### src/verilog/fwb_pkg.sv
// shared constants and types of the buffered program sequencer
package fwb_pkg;
  // ==========================================================
  // widths
  localparam int ADDR_W     = 24;            // word address
  localparam int DATA_W     = 16;            // data word
  localparam int PIN_W      = 29;            // sampled pin vector
  localparam int BUF_WORDS  = 32;            // write buffer depth
  localparam int SECTOR_LSB = 16;            // sector select bits 23:16
  localparam int PAGE_LSB   = 5;             // 32-word page
  // ==========================================================
  // command codes and offsets within a sector
  localparam logic [15:0] CMD_BUF_LOAD      = 16'h0025;
  localparam logic [15:0] CMD_BUF_CONFIRM   = 16'h0029;
  localparam logic [15:0] CMD_PGM_SUSPEND   = 16'h0051;
  localparam logic [15:0] CMD_PGM_RESUME    = 16'h0050;
  localparam logic [15:0] CMD_STATUS_READ   = 16'h0070;
  localparam logic [15:0] CMD_CLEAR_STATUS  = 16'h0071;
  localparam logic [15:0] CMD_ERASE_SUSPEND = 16'h00B0;
  localparam logic [15:0] OFS_CMD           = 16'h0555;
  localparam logic [15:0] OFS_COUNT         = 16'h02AA;
  localparam logic [15:0] MAX_COUNT_M1      = 16'h001F;
  // ==========================================================
  // status bit positions and reset values
  localparam int ST_READY = 7;
  localparam int ST_PFAIL = 4;
  localparam int ST_PSUSP = 2;
  localparam int ST_LOCK  = 1;
  localparam int ST_BANK  = 0;
  localparam logic       READ_MODE_SYNC = 1'b0;   // config bit value
  localparam logic [7:0] STATUS_RESET   = 8'h80;
  // ==========================================================
  // initiating context of a program operation
  typedef enum logic [1:0] {
    CTX_IDLE, CTX_ERASE_SUSPEND, CTX_SECURE_LOCK, CTX_SECURE_REGION
  } fwb_ctx_type;
endpackage : fwb_pkg

### src/verilog/fwb_word_if.sv
// word stream carrier between sequencer and its output buffer
`timescale 1ns/1ps
`default_nettype none
interface fwb_word_if;
  logic        valid;   // word present
  logic        ready;   // sink takes word
  logic [23:0] addr;    // program address
  logic [15:0] data;    // merged data
  modport src (output valid, output addr, output data, input ready);
  modport snk (input valid, input addr, input data, output ready);
endinterface : fwb_word_if
`default_nettype wire

### src/verilog/fwb_pair_buf.sv
// two-entry buffer with registered outputs on both sides
`timescale 1ns/1ps
`default_nettype none
module fwb_pair_buf (
  input  wire logic   clk_i,    // core clock
  input  wire logic   rst_i,    // async reset, high
  fwb_word_if.snk     in_s,     // from sequencer
  fwb_word_if.src     out_s,    // to array programmer
  output logic        empty_o   // both entries free
);
  // ==========================================================
  // state
  typedef struct packed {
    logic        hvalid;  // head entry full
    logic [39:0] head;    // {addr,data} at output
    logic        svalid;  // spare entry full
    logic [39:0] spare;   // {addr,data} held on stall
  } fwb_buf_type;
  fwb_buf_type s, next_s;
  logic pop, push;
  // ==========================================================
  // next state: spare only fills while head is stalled
  always_comb begin
    next_s = s;
    pop    = s.hvalid & out_s.ready;
    push   = in_s.valid & ~s.svalid;
    if (!s.hvalid || pop) begin
      if (s.svalid) begin           // spare moves to head
        next_s.head   = s.spare;
        next_s.hvalid = 1'b1;
        next_s.svalid = 1'b0;
      end else begin
        next_s.hvalid = push;
        if (push) next_s.head = {in_s.addr, in_s.data};
      end
    end else if (push) begin        // head stalled, park word
      next_s.svalid = 1'b1;
      next_s.spare  = {in_s.addr, in_s.data};
    end
  end
  // registers
  always_ff @(posedge clk_i or posedge rst_i) begin
    if (rst_i) s <= '0;
    else       s <= next_s;
  end
  assign in_s.ready  = ~s.svalid;
  assign out_s.valid = s.hvalid;
  assign out_s.addr  = s.head[39:16];
  assign out_s.data  = s.head[15:0];
  assign empty_o     = ~s.hvalid & ~s.svalid;
endmodule : fwb_pair_buf
`default_nettype wire

### src/verilog/fwb_seq.sv
// command write front end and write buffer program sequencer
`timescale 1ns/1ps
`default_nettype none
module fwb_seq (
  input  wire logic               clk_i,                  // core clock
  input  wire logic               rst_i,                  // async reset, high
  input  wire logic               ce_n_i,                 // chip select pin
  input  wire logic               we_n_i,                 // write strobe pin
  input  wire logic               oe_n_i,                 // output enable pin
  input  wire logic               address_valid_n_i,      // address strobe pin
  input  wire logic               link_clk_i,             // bus clock pin
  input  wire logic [15:0]        adq_i,                  // muxed addr/data
  input  wire logic [7:0]         addr_hi_i,              // upper address
  input  wire logic               read_mode_select_bit_i, // 0 sync reads
  input  wire fwb_pkg::fwb_ctx_type context_i,            // current context
  input  wire logic               erase_busy_i,           // erase running
  input  wire logic [7:0]         erase_sector_i,         // erasing sector
  input  wire logic               sector_unlocked_i,      // target unlocked
  input  wire logic [7:0]         rd_sector_i,            // sector read now
  input  wire logic [15:0]        arr_rd_data_i,          // array word
  input  wire logic               prog_ready_i,           // programmer ready
  output logic [23:0]             arr_rd_addr_o,          // array read addr
  output logic [7:0]              sector_select_bits_o,   // target sector
  output logic                    prog_valid_o,           // word to program
  output logic [23:0]             prog_addr_o,            // program address
  output logic [15:0]             prog_data_o,            // merged data
  output logic [7:0]              status_o,               // status byte
  output logic                    status_sel_o,           // reads give status
  output logic                    read_allowed_o,         // array read legal
  output logic                    erase_suspend_o,        // suspend pulse
  output logic                    prog_done_o,            // end/abort pulse
  output fwb_pkg::fwb_ctx_type    return_ctx_o            // context returned to
);
  // ==========================================================
  // types and state
  typedef enum logic [2:0] {
    S_READY, S_COUNT, S_LOAD, S_PROGRAM, S_SUSPEND
  } fwb_state_type;
  typedef struct packed {
    logic [28:0]          s1, s2, s3;    // pin synchroniser
    logic [28:0]          stb;           // agreed pin values
    logic                 clk_seen;      // clock latched address
    logic [23:0]          addr_lat;      // latched word address
    fwb_state_type        st;            // sequencer state
    fwb_pkg::fwb_ctx_type ctx;           // initiating context
    logic [7:0]           sector;        // load command sector
    logic                 page_set;      // first pair seen
    logic [18:0]          page;          // target page
    logic [5:0]           remaining;     // loads still expected
    logic [31:0]          mask;          // loaded word slots
    logic [31:0][15:0]    wbuf;          // write buffer
    logic [4:0]           idx;           // engine slot
    logic                 rd_pend;       // array read in flight
    logic                 in_valid;      // word to out buffer
    logic [23:0]          in_addr;       // its address
    logic [15:0]          in_data;       // its data
    logic [23:0]          rd_addr;       // array read address
    logic                 pfail;         // program fail flag
    logic                 lfail;         // sector lock flag
    logic                 status_sel;    // status read mode
    logic                 read_ok;       // read allowed
    logic [7:0]           status;        // status byte
    logic                 esusp;         // erase suspend pulse
    logic                 done;          // return pulse
    fwb_pkg::fwb_ctx_type ret_ctx;       // returned context
  } fwb_seq_type;
  fwb_seq_type s, next_s;
  // ==========================================================
  // helpers
  function automatic logic at_ofs(input logic [23:0] a, input logic [15:0] o);
    at_ofs = (a[fwb_pkg::SECTOR_LSB-1:0] == o);   // pattern in low bits
  endfunction : at_ofs
  function automatic logic [7:0] sec_of(input logic [23:0] a);
    sec_of = a[23:fwb_pkg::SECTOR_LSB];
  endfunction : sec_of
  // ==========================================================
  // output buffer between engine and array programmer
  fwb_word_if in_if ();
  fwb_word_if out_if ();
  logic buf_empty;
  assign in_if.valid  = s.in_valid;
  assign in_if.addr   = s.in_addr;
  assign in_if.data   = s.in_data;
  assign out_if.ready = prog_ready_i;
  fwb_pair_buf u_buf (
    .clk_i   (clk_i),
    .rst_i   (rst_i),
    .in_s    (in_if.snk),
    .out_s   (out_if.src),
    .empty_o (buf_empty)
  );
  // ==========================================================
  // decoded pin events
  logic        ce_n, we_n, oe_n, av_n, lclk;
  logic        av_rise, av_fall, lclk_rise, we_rise, wr_ev;
  logic [28:0] agreed;                            // pin values once stages agree
  logic [23:0] pin_addr;
  logic [15:0] cmd;
  logic [23:0] wa;
  logic        busy, sec_ok;
  always_comb begin
    // built here, not read back from next_s, so no loop through the struct
    agreed    = (s.s2 & s.s3) | ((s.s2 ^ s.s3) & s.stb);
    {ce_n, we_n, oe_n, av_n, lclk} = s.stb[28:24];
    pin_addr  = s.stb[23:0];
    av_rise   = ~s.stb[25] & agreed[25];
    av_fall   = s.stb[25] & ~agreed[25];
    lclk_rise = ~s.stb[24] & agreed[24];
    we_rise   = ~s.stb[27] & agreed[27];
    wr_ev     = we_rise & ~ce_n & oe_n;
    cmd       = pin_addr[15:0];                   // data at write rise
    wa        = s.addr_lat;
    sec_ok    = sec_of(wa) == s.sector;
    busy      = (s.st == S_PROGRAM);
  end
  // ==========================================================
  // next state
  always_comb begin
    next_s = s;
    // three-stage sampling, value taken once stages two and three agree
    next_s.s1  = {ce_n_i, we_n_i, oe_n_i, address_valid_n_i, link_clk_i,
                  addr_hi_i, adq_i};
    next_s.s2  = s.s1;
    next_s.s3  = s.s2;
    next_s.stb = agreed;
    next_s.esusp = 1'b0;
    next_s.done  = 1'b0;
    // address capture
    if (av_fall) next_s.clk_seen = 1'b0;
    if (!av_n && lclk_rise && read_mode_select_bit_i == fwb_pkg::READ_MODE_SYNC) begin
      next_s.addr_lat = pin_addr;
      next_s.clk_seen = 1'b1;
    end
    if (av_rise && (read_mode_select_bit_i != fwb_pkg::READ_MODE_SYNC
                     || !s.clk_seen))
      next_s.addr_lat = pin_addr;
    // command decode
    if (wr_ev) begin
      next_s.status_sel = 1'b0;
      if (erase_busy_i) begin
        if (cmd == fwb_pkg::CMD_ERASE_SUSPEND) next_s.esusp = 1'b1;
        if (cmd == fwb_pkg::CMD_STATUS_READ)   next_s.status_sel = 1'b1;
      end else begin
        if (cmd == fwb_pkg::CMD_STATUS_READ) next_s.status_sel = 1'b1;
        unique case (s.st)
          S_READY: begin
            if (cmd == fwb_pkg::CMD_BUF_LOAD && at_ofs(wa, fwb_pkg::OFS_CMD)) begin
              next_s.sector = sec_of(wa);
              next_s.ctx    = context_i;
              if (context_i == fwb_pkg::CTX_ERASE_SUSPEND
                  && sec_of(wa) == erase_sector_i) begin
                next_s.lfail   = 1'b1;
                next_s.done    = 1'b1;
                next_s.ret_ctx = context_i;
              end else begin
                next_s.st = S_COUNT;
              end
            end
            if (cmd == fwb_pkg::CMD_CLEAR_STATUS) begin
              next_s.pfail = 1'b0;
              next_s.lfail = 1'b0;
            end
          end
          S_COUNT: begin
            if (!sec_ok || !at_ofs(wa, fwb_pkg::OFS_COUNT) || !sector_unlocked_i
                || cmd > fwb_pkg::MAX_COUNT_M1) begin
              next_s.lfail   = sec_ok & ~sector_unlocked_i;
              next_s.st      = S_READY;
              next_s.done    = 1'b1;
              next_s.ret_ctx = s.ctx;
            end else begin
              next_s.remaining = 6'(cmd[4:0]) + 6'h01;
              next_s.mask      = '0;
              next_s.page_set  = 1'b0;
              next_s.st        = S_LOAD;
            end
          end
          S_LOAD: begin
            if (cmd == fwb_pkg::CMD_BUF_CONFIRM && sec_ok
                && at_ofs(wa, fwb_pkg::OFS_CMD)) begin
              if (s.remaining != 6'h00) begin
                next_s.pfail   = 1'b1;
                next_s.st      = S_READY;
                next_s.done    = 1'b1;
                next_s.ret_ctx = s.ctx;
              end else begin
                next_s.st      = S_PROGRAM;
                next_s.idx     = 5'h00;
                next_s.rd_pend = 1'b0;
              end
            end else if ((!s.page_set && !sec_ok) || s.remaining == 6'h00) begin
              next_s.pfail   = (s.remaining == 6'h00);
              next_s.st      = S_READY;
              next_s.done    = 1'b1;
              next_s.ret_ctx = s.ctx;
            end else if (s.page_set && wa[23:fwb_pkg::PAGE_LSB] != s.page) begin
              next_s.pfail   = 1'b1;
              next_s.st      = S_READY;
              next_s.done    = 1'b1;
              next_s.ret_ctx = s.ctx;
            end else begin
              next_s.page_set = 1'b1;
              next_s.page     = wa[23:fwb_pkg::PAGE_LSB];
              next_s.wbuf[wa[4:0]] = cmd;
              next_s.mask[wa[4:0]] = 1'b1;
              next_s.remaining     = s.remaining - 6'h01;
            end
          end
          S_PROGRAM: begin
            if (cmd == fwb_pkg::CMD_PGM_SUSPEND) next_s.st = S_SUSPEND;
          end
          S_SUSPEND: begin
            if (cmd == fwb_pkg::CMD_PGM_RESUME) next_s.st = S_PROGRAM;
          end
          default: next_s.st = S_READY;
        endcase
      end
    end
    // program engine: read old word, merge, push to buffer
    if (s.in_valid && in_if.ready) next_s.in_valid = 1'b0;
    if (s.st == S_PROGRAM && next_s.st == S_PROGRAM) begin
      if (s.rd_pend) begin
        next_s.in_valid = 1'b1;
        next_s.in_addr  = s.rd_addr;
        next_s.in_data  = arr_rd_data_i & s.wbuf[s.idx];
        next_s.mask[s.idx] = 1'b0;
        next_s.rd_pend  = 1'b0;
        next_s.idx      = s.idx + 5'h01;
      end else if (s.mask == '0) begin
        if (!s.in_valid && buf_empty) begin
          next_s.st      = S_READY;
          next_s.done    = 1'b1;
          next_s.ret_ctx = s.ctx;
        end
      end else if (!s.mask[s.idx]) begin
        next_s.idx = s.idx + 5'h01;
      end else if (!s.in_valid || in_if.ready) begin
        next_s.rd_addr = {s.page, s.idx};
        next_s.rd_pend = 1'b1;
      end
    end
    // read gating per bank and per suspended sector
    next_s.read_ok = 1'b1;
    if (busy && rd_sector_i[7:5] == s.sector[7:5]) next_s.read_ok = 1'b0;
    if (erase_busy_i && rd_sector_i[7:5] == erase_sector_i[7:5])
      next_s.read_ok = 1'b0;
    if (s.st == S_SUSPEND && rd_sector_i == s.sector) next_s.read_ok = 1'b0;
    if (context_i == fwb_pkg::CTX_ERASE_SUSPEND && rd_sector_i == erase_sector_i)
      next_s.read_ok = 1'b0;
    // status byte, detail bits only when ready
    next_s.status = fwb_pkg::STATUS_RESET;
    if (busy || erase_busy_i) begin
      next_s.status[fwb_pkg::ST_READY] = 1'b0;
      next_s.status[fwb_pkg::ST_BANK]  = busy ? (rd_sector_i[7:5] != s.sector[7:5])
                                       : (rd_sector_i[7:5] != erase_sector_i[7:5]);
    end else begin
      next_s.status[fwb_pkg::ST_PFAIL] = next_s.pfail;
      next_s.status[fwb_pkg::ST_PSUSP] = (next_s.st == S_SUSPEND);
      next_s.status[fwb_pkg::ST_LOCK]  = next_s.lfail;
    end
  end
  // ==========================================================
  // registers; reset ends any sequence at once
  always_ff @(posedge clk_i or posedge rst_i) begin
    if (rst_i) begin
      s            <= '0;
      s.stb        <= 29'h1F000000;
      s.s1         <= 29'h1F000000;
      s.s2         <= 29'h1F000000;
      s.s3         <= 29'h1F000000;
      s.status     <= fwb_pkg::STATUS_RESET;
      s.read_ok    <= 1'b1;
    end else begin
      s <= next_s;
    end
  end
  // ==========================================================
  // outputs
  assign arr_rd_addr_o        = s.rd_addr;
  assign sector_select_bits_o = s.sector;
  assign prog_valid_o         = out_if.valid;
  assign prog_addr_o          = out_if.addr;
  assign prog_data_o          = out_if.data;
  assign status_o             = s.status;
  assign status_sel_o         = s.status_sel;
  assign read_allowed_o       = s.read_ok;
  assign erase_suspend_o      = s.esusp;
  assign prog_done_o          = s.done;
  assign return_ctx_o         = s.ret_ctx;
endmodule : fwb_seq
`default_nettype wire

### config.mk
export PLATFORM = sky130hd
export DESIGN_NAME = fwb_seq
export DESIGN_NICKNAME = d
export VERILOG_FILES = /design/src/verilog/fwb_pkg.sv /design/src/verilog/fwb_word_if.sv /design/src/verilog/fwb_pair_buf.sv /design/src/verilog/fwb_seq.sv
export SDC_FILE = /design/constraint.sdc
export NUM_CORES = 2
export LEC_CHECK = 0
export ABC_AREA = 1
export BUFFER_PORTS_ARGS = -buffer_cell sky130_fd_sc_hd__buf_2
export CORE_UTILIZATION = 40
export DETAILED_ROUTE_END_ITERATION = 10
export GPL_ROUTABILITY_DRIVEN = 1
export PLACE_DENSITY_LB_ADDON = 0.15
export SYNTH_ARGS = -nofsm -noshare
export SYNTH_HDL_FRONTEND = slang
export SYNTH_SLANG_ARGS = --single-unit
### constraint.sdc
create_clock -name clk_i -period 79.6 [get_ports clk_i]
set_input_delay 0 -clock clk_i [delete_from_list [all_inputs] [get_ports clk_i]]
set_output_delay 0 -clock clk_i [all_outputs]
set_load 0.05 [all_outputs]
==> results.md <==
- Top cell types by occurrence after synthesis: nand2_1, o21ai_0, dfrtp_1
- Sw Ratio: 0.256
- Worst EP arrival: 5020 ps
- Area grow syn2layout: 13.1%
- First-pass GRT wire length: 192 mm
- Sink Count: 890
- Post-route ant nets: 0
- Synth warn: 0
- Worst VDD drop: 16.3 uV
- FF+latch count, synth: 890
- CP endpoint kind: register
- R2R Setup Slk: 75150 ps
- Final slew viol count: 0
- Die area: 0.101 sq mm
- Post-Route Setup TNS: 0 ps
- Slew @ Worst Pin: 1190 ps
- Sw Pwr: 0.263 mW
- Die extent in y: 317 um
- Crit path capture: in_if.data[13]$_DFFE_PP0P_
- RSZ-0062 raised after global routing: no
- Clock Latency Late Sink: 670 ps
- Clock Tree Buf Depth: 3
- Req. time, crit path: 80170 ps
- Combinational share of power: 0.079
- Drt pass-1 iters: 6
- Port Buffers: 152
- Sequential share of power: 0.467
- Die width: 317 um
- Mapped Cells: 4643
- Cell Area, Synth: 0.0398 sq mm
- Ys async rst share: 1.00
- Crit Path Class: reg2reg
- GRT Util Overall: 0.251
- Top cell type's share of synthesized area: 0.546
- Max FO, Critical Path: 56
- Number of global-route vias before repair: 30700
- Detailed Place HPWL: 76.3 mm
- Largest net degree at the start of global routing: 175
- CP startpoint: cmd[13]$_DFF_PP0_
- H-tree lvl count: 3
- N_diodes: 0
- Pint: 0.763 mW
- Routability cong.: 0.870
- Syn avg cell area: 8.57 sq um
- Routed len/inst: 20.7 um
- # IOs: 156
- Power Density: 22.8 mW/mm^2
- Worst min path class: in2reg
- Total power: 1.03 mW
- Min Tclk post-route: 4450 ps
- Top_reg_cell synth: dfrtp_1
- Share of cells above drive strength 1: 0.0964
- Grt total ovfl: 0
- Reg2reg start: cmd[13]$_DFF_PP0_
- DRC viols: 0
- Final wirelength: 125 mm
- Reg2reg path depth: 14
- P_leak: 21.4 nW
- Buffers inserted by post-CTS timing repair: 0
- Initial antenna violation count: 2
- Slew HR: 0.203
- Startpoint Class: register
- Fmax: 0.225 GHz
- Initial Util: 0.404
- Resized Gates After CTS: 0
- Total number of vias: 32100
- Clk pwr share: 0.454
- Synth area leaders: dfrtp_1, o21ai_0, nand2_1, nor2_1, inv_1
- Status: finished, final reports clean
- Fin nets: 4759
- Root Driver: clkbuf_16
- Fin util: 0.457
- Cts bufs inserted: 98
- First DRT Iteration DRCs: 3293
- Cell accounting for the most synthesized area: dfrtp_1
- Final setup vio count: 0
- Final Hold Fails: 0
- Post-synthesis sequential area ratio: 0.561
- TritonCTS clock tree: built
- Most common cell in the netlist: nand2_1
- Vias/cell: 5.33
- Crit share post-route: 0.0559
- Netlist cell types: 50
- Max Clock Skew: 22.0 ps
- Number of enable flip-flop cells after synthesis: 0
- Clock transition at the registers of the reported paths: 60 ps
- Reg2reg end: in_if.data[13]$_DFFE_PP0P_
- Rows: 115
- Core area: 0.0984 sq mm
- Max-cap viol count: 0
## metal layers
layer | GRT usage | vias up | wire length, um
met5 | 0 | - | 0
met4 | 0.0842 | 0 | 3650
met3 | 0.0400 | 193 | 8110
met2 | 0.389 | 990 | 56300
met1 | 0.357 | 15700 | 56700
li1 | - | 15200 | -
## worst min path at each step
stage / to / depth (start not counted) / slack, ps / from
2_1_floorplan: next_s[777]$_DFF_PP1_ / 0 / 4 / link_clk_i
3_3_place_gp: next_s[778]$_DFF_PP1_ / 1 / 110 / address_valid_n_i
3_5_place_dp: next_s[778]$_DFF_PP1_ / 1 / 110 / address_valid_n_i
4_1_cts: s[665]$_DFFE_PP0P_ / 3 / 110 / context_i[0]
5_1_grt: s[665]$_DFFE_PP0P_ / 3 / 170 / context_i[0]
6_report: s[665]$_DFFE_PP0P_ / 3 / 150 / context_i[0]
## kinds of logic after synthesis
| logic type | Yosys count | share of synthesized area |
|---|---|---|
| simple gates | 1731 | 0.175 |
| compound gates | 1301 | 0.173 |
| flops | 890 | 0.561 |
| buf+inv | 652 | 0.0729 |
| fa+ha+maj | 37 | 0.0116 |
| xor+xnor | 29 | 0.00639 |
| mux | 2 | 0.000535 |
| other cells | 1 | 0.0000943 |
## worst max-delay path, stage by stage, from the launching register on
cell      delay [ps]
dfrtp_1          610
inv_1            690
nand4_1          200
nor2_2           320
nand3_1          140
nand2_1           80
o21ai_0           80
nand2_1           80
o21ai_2           80
nor2_4           220
nand2_1          330
inv_2            690
buf_4            540
o211ai_1         160
o21ai_0          110
## layout make-up
class | instances | area [sq um]
inverters | 251 | 955
fillers | 9733 | 53400
flip-flops and latches | 890 | 22300
clock inverters | 33 | 360
clock buffers | 144 | 2920
multi-input cells | 3103 | 14600
repair buffers | 309 | 2220
well taps | 1287 | 1610
## what timing repair did
item	in CTS	in global routing
endpoints found under the hold margin	144	0
endpoints found under the setup margin	0	0
hold buffers	93	0
## through the flow
stage / cells / setup WS (ps) / hold WS, ps / cell area, sq um
final: 6017 / 75150 / 147 / 45000
after CTS: 6017 / 75160 / 111 / 45000
after global placement: 5747 / 75300 / 106 / 40800
after floorplan: 4645 / 54620 / 4.48 / 39800
after global routing: 6017 / 74780 / 175 / 45000
after detailed placement: 5747 / 75200 / 106 / 40800
## placed cells by master (no fill, tap or decap), drive strengths merged
master,n
a211oi,2
a21o,29
a21oi,107
a22o,12
a22oi,4
a31oi,48
a32o,3
buf,216
bufinv,7
clkbuf,144
clkinv,24
clkinvlp,2
conb,3
dfrtp,868
dfstp,22
dlygate4sd3,93
ha,37
inv,251
mux2,1
mux2i,1
nand2,1215
nand3,57
nand3b,2
nand4,45
nor2,343
nor3,50
nor3b,1
nor4,14
nor4b,2
o211ai,17
o21ai,1004
o22ai,73
o31ai,2
or2,1
or3,1
xnor2,12
xor2,17
## power groups by stage
stage	Clock (mW)	Sequential (mW)	Combinational (mW)
3_3_place_gp	0	0.487	0.0785
5_1_grt	0.495	0.481	0.0901
2_1_floorplan	0	0.483	0.0610
4_1_cts	0.476	0.479	0.0824
6_report	0.466	0.479	0.0813
3_5_place_dp	0	0.487	0.0787
No activity file was read; power rests on OpenSTA's default activity.
